<file path="src/verilog/conv_regs_pkg.sv">
// Package: register map, field layouts and constants for the converter bank
`default_nettype none
package conv_regs_pkg;
  localparam logic [7:0] ADDR_FILL_COUNT = 8'h01;
  localparam logic [7:0] ADDR_TALLY = 8'h02;
  localparam logic [7:0] ADDR_C0_LOW = 8'h08;
  localparam logic [7:0] ADDR_C0_HIGH = 8'h09;
  localparam logic [7:0] ADDR_C1_LOW = 8'h0A;
  localparam logic [7:0] ADDR_C1_HIGH = 8'h0B;
  localparam logic [7:0] ADDR_OSC_CHOICE = 8'h18;
  localparam logic [7:0] ADDR_SEQ_KICK = 8'h1E;
  localparam logic [7:0] ADDR_CYCLE_CLK = 8'h19;
  localparam logic [7:0] ADDR_WORD_LAYOUT = 8'h28;
  localparam logic [7:0] ADDR_FILL_POLICY = 8'h2C;
  localparam logic [7:0] ADDR_SUM_ENABLE = 8'h30;

  localparam logic [7:0] CYCLE_CLK_RESET = 8'h00;
  localparam logic [1:0] LAYOUT_RESET = 2'h0;
  localparam logic [2:0] POLICY_RESET = 3'h1;
  localparam logic [3:0] SUM_KEY_RESET = 4'h0;

  localparam logic [7:0] HS_MIN_CLOCKS = 8'h15;
  localparam logic [7:0] LP_MIN_CLOCKS = 8'h12;

  localparam logic [2:0] POLICY_STOP_BURST = 3'h0;
  localparam logic [2:0] POLICY_START_BURST = 3'h1;
  localparam logic [2:0] POLICY_PRE_ALERT = 3'h4;
  localparam logic [2:0] POLICY_POST_ALERT = 3'h6;

  localparam logic [3:0] SUM_KEY_OFF = 4'h0;
  localparam logic [3:0] SUM_KEY_ON = 4'hF;

  localparam logic [4:0] BUFFER_DEPTH = 5'h10;
  localparam logic [3:0] ZERO_NIBBLE = 4'h0;

  typedef enum logic [1:0]
  {
    LAYOUT_PLAIN = 2'b00,
    LAYOUT_CHAN_ID = 2'b01,
    LAYOUT_CHAN_VALID = 2'b10,
    LAYOUT_PLAIN_ALT = 2'b11
  } word_layout_t;

  typedef struct packed
  {
    logic strobe;
    logic write;
    logic [7:0] addr;
    logic [7:0] wdata;
  } reg_req_t;

  typedef struct packed
  {
    logic valid;
    logic chan;
    logic [11:0] value;
  } conv_result_t;
endpackage : conv_regs_pkg
`default_nettype wire

</file>
<file path="src/verilog/conversion_buffer_accum_regs.sv">
// Converter timing, buffer-format and accumulator register bank
// Contract
// - Choice bit selects high speed or low power
// - Conversion lasts programmed clocks of selected oscillator
// - High speed codes below 21 give 21
// - Low power codes below 18 give 18
// - Fill policy codes stop, start, pre, post
// - Fill policy resets to start burst
// - Each buffer entry is a 16-bit word
// - Layouts 00, 11: result then four zeros
// - Layout 01: result then channel id
// - Layout 10: result, channel id, valid flag
// - Read-only count of filled buffer entries
// - Counts and sums clear on reset or kick
// - Summing key 0000 off, 1111 on
// - Channel sums as low/high byte registers
// - Read-only tally of completed accumulations
// - Sequence kick raises scan-active and starts conversion
`default_nettype none
module conversion_buffer_accum_regs
(
  input wire logic clock,
  input wire logic rst,
  input wire logic clk_en,
  input wire conv_regs_pkg::reg_req_t req,
  output logic [7:0] rdata,
  input wire logic general_call_reset,
  input wire logic device_reset,
  input wire conv_regs_pkg::conv_result_t result,
  input wire logic buffer_push,
  input wire logic scan_done,
  output logic oscillator_choice,
  output logic [7:0] cycle_clocks,
  output logic [2:0] buffer_fill_policy,
  output logic [15:0] buffer_word,
  output logic buffer_word_valid,
  output logic scan_active,
  output logic conversion_start
);
  import conv_regs_pkg::*;

  ////////////////////////////////////////////////////////////////////////////
  // Register storage
  logic osc_reg;
  logic [7:0] cycle_clock_setting_reg;
  logic [1:0] layout_reg;
  logic [2:0] policy_reg;
  logic [3:0] summing_enable_key_reg;
  logic [4:0] filled_entry_count_reg;
  logic [3:0] summation_tally_reg;
  logic [15:0] chan0_sum_reg;
  logic [15:0] chan1_sum_reg;
  logic scan_reg;
  logic start_reg;
  logic [15:0] word_reg;
  logic word_valid_reg;

  ////////////////////////////////////////////////////////////////////////////
  // Decode of byte-wide accesses
  wire wr = req.strobe && req.write;
  wire wr_osc = wr && (req.addr == ADDR_OSC_CHOICE);
  wire wr_cycle = wr && (req.addr == ADDR_CYCLE_CLK);
  wire wr_layout = wr && (req.addr == ADDR_WORD_LAYOUT);
  wire wr_policy = wr && (req.addr == ADDR_FILL_POLICY);
  wire wr_sum = wr && (req.addr == ADDR_SUM_ENABLE);
  wire kick = wr && (req.addr == ADDR_SEQ_KICK) && req.wdata[0];
  // Any of these empties the status and sums
  wire status_clear = general_call_reset || device_reset || kick;

  // Reserved policy codes are dropped so the field always holds a mode
  wire policy_legal = (req.wdata[2:0] == POLICY_STOP_BURST)
    || (req.wdata[2:0] == POLICY_START_BURST)
    || (req.wdata[2:0] == POLICY_PRE_ALERT)
    || (req.wdata[2:0] == POLICY_POST_ALERT);
  // Reserved key codes are likewise dropped
  wire key_legal = (req.wdata[3:0] == SUM_KEY_OFF)
    || (req.wdata[3:0] == SUM_KEY_ON);
  wire summing_on = summing_enable_key_reg == SUM_KEY_ON;

  ////////////////////////////////////////////////////////////////////////////
  // Cycle length: floor depends on the selected oscillator
  wire [7:0] clock_floor = osc_reg ? LP_MIN_CLOCKS : HS_MIN_CLOCKS;
  assign cycle_clocks = (cycle_clock_setting_reg < clock_floor)
    ? clock_floor : cycle_clock_setting_reg;
  assign oscillator_choice = osc_reg;
  assign buffer_fill_policy = policy_reg;

  ////////////////////////////////////////////////////////////////////////////
  // Buffer word formatting
  wire [2:0] chan_id = {2'b00, result.chan};
  word_layout_t layout;
  assign layout = word_layout_t'(layout_reg);
  logic [15:0] word_next;
  always_comb
  begin
    unique case (layout)
      LAYOUT_CHAN_ID: word_next = {result.value, chan_id, 1'b0};
      LAYOUT_CHAN_VALID:
        word_next = {result.value, chan_id, result.valid};
      LAYOUT_PLAIN, LAYOUT_PLAIN_ALT:
        word_next = {result.value, ZERO_NIBBLE};
    endcase
  end

  wire push_ok = buffer_push && (filled_entry_count_reg < BUFFER_DEPTH);
  wire [15:0] sum0_next = chan0_sum_reg + {4'h0, result.value};
  wire [15:0] sum1_next = chan1_sum_reg + {4'h0, result.value};
  wire do_sum = result.valid && summing_on;

  ////////////////////////////////////////////////////////////////////////////
  // Configuration registers
  always_ff @(posedge clock or posedge rst)
  begin
    if (rst)
    begin
      osc_reg <= 1'b0;
      cycle_clock_setting_reg <= CYCLE_CLK_RESET;
      layout_reg <= LAYOUT_RESET;
      policy_reg <= POLICY_RESET;
      summing_enable_key_reg <= SUM_KEY_RESET;
    end
    else if (clk_en)
    begin
      if (wr_osc)
        osc_reg <= req.wdata[0];
      if (wr_cycle)
        cycle_clock_setting_reg <= req.wdata;
      if (wr_layout)
        layout_reg <= req.wdata[1:0];
      if (wr_policy && policy_legal)
        policy_reg <= req.wdata[2:0];
      if (wr_sum && key_legal)
        summing_enable_key_reg <= req.wdata[3:0];
    end
  end

  ////////////////////////////////////////////////////////////////////////////
  // Status, sums and buffer word
  always_ff @(posedge clock or posedge rst)
  begin
    if (rst)
    begin
      filled_entry_count_reg <= 5'h00;
      summation_tally_reg <= 4'h0;
      chan0_sum_reg <= 16'h0000;
      chan1_sum_reg <= 16'h0000;
      word_reg <= 16'h0000;
      word_valid_reg <= 1'b0;
    end
    else if (clk_en)
    begin
      word_valid_reg <= push_ok;
      if (push_ok)
        word_reg <= word_next;
      if (status_clear)
      begin
        filled_entry_count_reg <= 5'h00;
        summation_tally_reg <= 4'h0;
        chan0_sum_reg <= 16'h0000;
        chan1_sum_reg <= 16'h0000;
      end
      else
      begin
        if (push_ok)
          filled_entry_count_reg <= filled_entry_count_reg + 5'h01;
        if (do_sum)
        begin
          summation_tally_reg <= summation_tally_reg + 4'h1;
          if (result.chan)
            chan1_sum_reg <= sum1_next;
          else
            chan0_sum_reg <= sum0_next;
        end
      end
    end
  end

  ////////////////////////////////////////////////////////////////////////////
  // Scan activity
  always_ff @(posedge clock or posedge rst)
  begin
    if (rst)
    begin
      scan_reg <= 1'b0;
      start_reg <= 1'b0;
    end
    else if (clk_en)
    begin
      start_reg <= kick;
      if (kick)
        scan_reg <= 1'b1;
      else if (scan_done || device_reset || general_call_reset)
        scan_reg <= 1'b0;
    end
  end
  assign scan_active = scan_reg;
  assign conversion_start = start_reg;
  assign buffer_word = word_reg;
  assign buffer_word_valid = word_valid_reg;

  ////////////////////////////////////////////////////////////////////////////
  // Read mux; reserved bits and unmapped bytes read as zero
  always_comb
  begin
    unique case (req.addr)
      ADDR_FILL_COUNT: rdata = {3'h0, filled_entry_count_reg};
      ADDR_TALLY: rdata = {4'h0, summation_tally_reg};
      ADDR_C0_LOW: rdata = chan0_sum_reg[7:0];
      ADDR_C0_HIGH: rdata = chan0_sum_reg[15:8];
      ADDR_C1_LOW: rdata = chan1_sum_reg[7:0];
      ADDR_C1_HIGH: rdata = chan1_sum_reg[15:8];
      ADDR_OSC_CHOICE: rdata = {7'h00, osc_reg};
      ADDR_CYCLE_CLK: rdata = cycle_clock_setting_reg;
      ADDR_WORD_LAYOUT: rdata = {6'h00, layout_reg};
      ADDR_FILL_POLICY: rdata = {5'h00, policy_reg};
      ADDR_SUM_ENABLE: rdata = {4'h0, summing_enable_key_reg};
      default: rdata = 8'h00;
    endcase
  end
endmodule : conversion_buffer_accum_regs
`default_nettype wire

</file>
<file path="config.mk">
export PLATFORM = sky130hd
export DESIGN_NAME = conversion_buffer_accum_regs
export DESIGN_NICKNAME = d
export VERILOG_FILES = /design/src/verilog/conv_regs_pkg.sv /design/src/verilog/conversion_buffer_accum_regs.sv
export SDC_FILE = /design/constraint.sdc
export NUM_CORES = 1
export LEC_CHECK = 0
export BUFFER_PORTS_ARGS = -buffer_cell sky130_fd_sc_hd__buf_4
export CAP_MARGIN = 30
export CORE_MARGIN = 10
export CORE_UTILIZATION = 53
export DETAILED_ROUTE_END_ITERATION = 8
export PLACE_DENSITY_LB_ADDON = 0.05
export SYNTH_ARGS = -nofsm -noshare
export SYNTH_HDL_FRONTEND = slang
export SYNTH_SLANG_ARGS = --single-unit
</file>
<file path="constraint.sdc">
create_clock -name clock -period 5.7 [get_ports clock]
set_clock_uncertainty 0.1 [all_clocks]
set_input_delay 0.285 -clock clock [delete_from_list [all_inputs] [get_ports clock]]
set_output_delay 0.285 -clock clock [all_outputs]
set_load 0.02 [all_outputs]
</file>
==> impl_metrics.tcl, run 1 <==
set metrics [dict create \
    seq_area_frac_synth 0.382 \
    port_buffers 75 \
    reg2regPathDepth 9 \
    hold_viol_final 0 \
    synth_ff_type "dfrtp_1" \
    detail_route.iter0.violations 355 \
    synth_top_area_share 0.377 \
    ys_ff_latch 76 \
    antenna_found_initial 0 \
    via_count 4375 \
    cts.sinks 76 \
    start_util 0.541 \
    finish.instance_area_um2 5860 \
    finalCritPeriodShare 0.507 \
    fp.dieW_um 117 \
    grt_pass1_wl_um 22300 \
    synthArstFlopShare 1.00 \
    met3_usage 0.0321 \
    timing.rr.end "chan0_sum_reg[14]" \
    core_area_um2 9200 \
    tightestPinTransition_ns 0.965 \
    ctsResizeCount 0 \
    rsz0062_at_grt "false" \
    clock_path_buffers 2 \
    fmax_mhz 346 \
    start_kind "flop" \
    ios 78 \
    hold_class "in2reg" \
    vias_per_cell 5.90 \
    holdWs_ns 0.0402 \
    setup_viol 0 \
    avgRoutedWirePerCell_um 18.6 \
    globalRouteMet1Util 0.261 \
    synth_cell_types 60 \
    synth_top_cell_by_area "dfrtp_1" \
    slew_headroom 0.357 \
    num_rows 35 \
    numCtsBuffers 9 \
    ctsHoldBuffers 0 \
    clkTransAtPathRegs_ns 0.08 \
    syn_inst 556 \
    synth-edff-count 0 \
    dieHeight_um 117 \
    drv_slew 0 \
    place.gp.congestion 0.924 \
    crit_type "reg2out" \
    busiest_layer "met2" \
    rrSetupSlack_ns 3.22 \
    ir_drop_mv 0.151 \
    grt_pass1_vias 4302 \
    reg2reg_from "chan0_sum_reg[0]" \
    status "completed" \
    maxCapViolCount 0 \
    tns_ns 0 \
    grt_overflow 0 \
    drc_errors 0 \
    filler_cell_count 808 \
    cts_max_level 3 \
    grt_start_max_net_pins 77 \
    crit_start "oscillator_choice" \
    setup.worst_path.end_class "output pin" \
    p_leak_nw 2.78 \
    endpoint "cycle_clocks[0]" \
    areaGrowthSynthToFinish_pct 17.8 \
    fin_nets 694 \
    synth.area.top_cells "dfrtp_1, nand2_1, ha_1" \
    die-area_um2 13700 \
    fin_crit_ns 2.89 \
    placed_area_um2 5620 \
    place_hpwl_um 10600 \
    cts_tree "built" \
    grtUsageTotal 0.208 \
    clock_latency_ns 0.36 \
    critPathMaxFanout 7 \
    diodes 0 \
    crit_required_ns 5.32 \
    syn_avg_cell_area_um2 8.95 \
    firstDrtPassIters 5 \
    synth_warnings 0 \
    layout-drive-gt1-share 0.205 \
    drtAntennaViolNets 0 \
    synth.cell_area_um2 4980 \
    totalWireLength_um 13800 \
    cts-root-buf "clkbuf_8" \
    crit_arrival_ns 2.50 \
    postCtsSetupBuffers 0 \
    powerDensity_nw_per_um2 211 \
    grt_util_met2 0.351 \
]
-- cell usage after synthesis, types with 2 or more instances --
cell / instances
buf_6: 2
or4_1: 3
nand3_1: 20
mux4_2: 3
ha_1: 28
xor2_1: 14
nand3b_1: 6
a32o_1: 2
nor3_1: 8
a21o_1: 7
buf_1: 3
a22o_1: 14
dfrtp_1: 75
a31oi_1: 5
mux2i_1: 7
nor2_1: 36
nor3b_1: 3
nand2_1: 98
nor4_1: 4
xnor2_1: 10
a211oi_1: 2
nand4_1: 7
o21a_1: 3
inv_1: 19
and3_1: 3
and2_1: 4
o22ai_1: 3
a22oi_1: 5
o211ai_1: 7
fa_1: 2
o31ai_1: 12
mux2_2: 19
or3_1: 3
buf_4: 2
clkbuf_1: 17
nand2b_1: 9
or2_2: 2
o21bai_1: 2
nor2b_1: 7
a21oi_1: 27
o21ai_0: 33
buf_2: 2
-- where the power goes --
part	internal (mW)	total (mW)	switching [mW]
registers	0.560	0.579	0.0183
clock network	0.218	0.437	0.219
logic	0.0916	0.224	0.133
-- worst max-delay path: stages, from the launching register on --
cell and delay, ns:
dfrtp_1 0.48, inv_1 0.12, ha_1 0.31, o21a_1 0.11
o21ai_0 0.14, nand2_1 0.07, a21oi_1 0.36, mux2_2 0.40
buf_4 0.16
-- per-stage QoR --
stage                     total power, mW   util  setup WS [ns]  cells
after CTS                            1.25  0.633           2.83    739
final                                1.24  0.638           2.81    741
after detailed placement            0.811  0.611           2.69    723
after global placement              0.805  0.610           2.71    722
after floorplan                     0.725      -           3.29    557
after global routing                 1.30  0.638           2.64    741
-- cell usage in the layout (no fill, tap or decap), drive strengths merged, types with 5 or more instances in the layout --
cell type  count
a21oi         28
mux2i          7
nand4          7
o31ai         12
nor2          36
o21ai         33
nand3         20
xnor2         10
nor2b          7
buf           82
a21o           7
a22o          14
clkbuf        10
a31oi          5
inv           21
mux2          19
nand2         98
o211ai         7
ha            28
nor3           8
xor2          14
a22oi          5
dfrtp         75
nand2b         9
nand3b         6
-- worst min-delay path by stage --
stage               slack, ns      startpoint                     to  depth (start not counted)
floorplan                0.26          req[2]  buffer_fill_policy[0]                          1
global placement         0.35  buffer_word[0]         buffer_word[0]                          2
detailed placement       0.36  buffer_word[0]         buffer_word[0]                          2
CTS                      0.03          req[2]  buffer_fill_policy[0]                          2
global route             0.05       result[0]         buffer_word[4]                          3
finish                   0.04          req[2]  buffer_fill_policy[0]                          2
-- metal layers --
layer / vias up / share of wire
met5: - / 0
met4: 0 / 0.020
met3: 18 / 0.054
met2: 113 / 0.49
met1: 2113 / 0.44
li1: 2131 / -
-- cell type report --
| type | instances | area, um2 | area share |
|---|---|---|---|
| Clock inverter | 6 | 71.3 | 0.0122 |
| Sequential cell | 76 | 1900 | 0.325 |
| Inverter | 19 | 71.3 | 0.0122 |
| Tap cell | 111 | 139 | 0.0237 |
| Multi-Input combinational cell | 436 | 2900 | 0.494 |
| Timing Repair Buffer | 83 | 643 | 0.110 |
| Clock buffer | 10 | 138 | 0.0235 |
-- kinds of logic after synthesis --
group | after synthesis | share of synthesized area
buffers and inverters | 45 | 0.0390
XOR/XNOR | 24 | 0.0422
other | 1 | 0.000754
AND/OR/NAND/NOR | 218 | 0.206
flip-flops | 76 | 0.382
multiplexers | 29 | 0.0707
adder cells (fa/ha/maj) | 30 | 0.0785
AO/OA/AOI/OAI | 133 | 0.180
Note: power is estimated with default switching activity, not from simulation.
==> inputs of run 2 (changes only) <==
Clock period 5.7 ns to 2.7 ns, I/O delays scaled along.
==> run 2 against run 1 <==
Global-route usage is 0.85 points higher. Total power is 110% higher. Sequential share of layout area is 1.1 points lower. Combinational power is 130% higher. Register-to-register slack worse by 2.9 ns. Sequential cell count stayed put. Critical endpoint is now cycle_clocks[1].
==> impl_metrics.tcl, run 2 (synthesized netlist as in run 1, its figures left out) <==
set metrics [dict create \
    seq_power_share 0.468 \
    grt_pass1_wl_um 23200 \
    fp.dieW_um 117 \
    grt_overflow 0 \
    cpLargestDelayFamily "compound AO/OA/AOI/OAI gates" \
    ios 78 \
    cpPeakStageDelay_ns 0.44 \
    cts_tree "built" \
    avgRoutedWirePerCell_um 18.9 \
    num_rows 35 \
    multi_input_area_um2 2890 \
    setup_viol 0 \
    crit_arrival_ns 2.30 \
    setup.worst_path.end_class "output pin" \
    dieHeight_um 117 \
    powerDensity_nw_per_um2 429 \
    ir_drop_mv 0.282 \
    cpMaxStageDelayCell "dfrtp_2" \
    areaGrowthSynthToFinish_pct 22.1 \
    via_count 4519 \
    port_buffers 75 \
    clock_latency_ns 0.36 \
    cp_num_buf_inv 2 \
    detail_route.iter0.violations 365 \
    diodes 0 \
    p_switching_uw 785 \
    start_util 0.541 \
    most-common-layout-cells "nand2_1, buf_4, dfrtp_1" \
    layout-drive-gt1-share 0.205 \
    comb_power_share 0.193 \
    firstDrtPassIters 5 \
    clkTransAtPathRegs_ns 0.08 \
    swShare 0.301 \
    clock_path_buffers 2 \
    numCtsBuffers 9 \
    slew_headroom 0.343 \
    finish.instance_area_um2 6080 \
    place_hpwl_um 11100 \
    fmax_mhz 394 \
    hold_viol_final 0 \
    antenna_found_initial 0 \
    start_kind "flop" \
    die-area_um2 13700 \
    cts.sinks 76 \
    grt_start_max_net_pins 51 \
    place.gp.congestion 0.899 \
    cts-root-buf "clkbuf_8" \
    seq_area_um2 1900 \
    p_leak_nw 2.87 \
    placed_area_um2 5660 \
    drtAntennaViolNets 0 \
    totalWireLength_um 14500 \
    layout_commonest_cell "nand2_1" \
    critPathMaxFanout 7 \
    holdWs_ns 0.0352 \
    crit_chain "inv_1 -> ha_1 -> o21a_1 -> o21ai_0 -> nand2_1 -> a21oi_2 -> mux2_2 -> buf_4" \
    fin_crit_ns 2.54 \
    crit_type "reg2out" \
    fin_nets 719 \
    tightestPinTransition_ns 0.986 \
    maxCapViolCount 0 \
    filler_cell_count 778 \
    grt_pass1_vias 4402 \
    power.internal_mw 1.82 \
    cts_max_level 3 \
    p_clk_frac 0.339 \
    status "completed" \
    drv_slew 0 \
    drc_errors 0 \
    core_area_um2 9200 \
    finalCritPeriodShare 0.939 \
    vias_per_cell 5.90 \
    grtUsageTotal 0.216 \
    hold_class "in2reg" \
    crit_required_ns 2.47 \
]
[run 2: final timing paths]
path / end / start / slack (ns) / depth (start not counted)
worst min register to register: buffer_word[0] / buffer_word[0] / 0.37 / 2
max in group asynchronous: chan0_sum_reg[1] / rst / 1.50 / 4
worst max-delay path: cycle_clocks[1] / oscillator_choice / 0.16 / 8
worst max register to register: chan1_sum_reg[14] / chan1_sum_reg[0] / 0.29 / 9
min in group asynchronous: summing_enable_key_reg[0] / rst / 0.30 / 3
worst min-delay path: summing_enable_key_reg[2] / req[0] / 0.04 / 2
[run 2: per-layer routing]
| metal | part of all wire | vias to the layer above | global-route usage |
|---|---|---|---|
| met5 | 0 | - | 0 |
| met4 | 0.027 | 0 | 0.0972 |
| met3 | 0.046 | 23 | 0.0311 |
| met2 | 0.49 | 115 | 0.366 |
| met1 | 0.43 | 2199 | 0.268 |
| li1 | - | 2182 | - |
[run 2: power groups by stage]
stage	combinational [mW]	sequential (mW)	clock [mW]
5_1_grt	0.556	1.23	0.947
3_3_place_gp	0.470	1.24	0
2_1_floorplan	0.265	1.27	0
3_5_place_dp	0.476	1.24	0
6_report	0.504	1.22	0.884
4_1_cts	0.503	1.22	0.892
[run 2: metrics by stage]
stage,utilization,setup slack (ns),setup TNS [ns],instances,power [mW]
after global routing,0.661,-0.00482,-0.00482,766,2.73
final,0.661,0.164,0,766,2.61
after CTS,0.660,0.0349,0,766,2.62
after global placement,0.616,0.357,0,728,1.71
after detailed placement,0.616,0.325,0,728,1.72
after floorplan,-,0.528,0,557,1.53
[run 2: cell type report]
type,count,area share
inverter,19,0.0117
multi-input combinational,436,0.476
clock buffer,10,0.0210
timing repair buffer,108,0.145
clock inverter,6,0.0105
sequential,76,0.313
tap,111,0.0229
[run 2: timing repair]
item,4_1_cts,5_1_grt
endpoints found under the hold margin,52,0
endpoints found under the setup margin,0,3
resized for setup,0,2
hold buffers,22,0
setup buffers,0,0
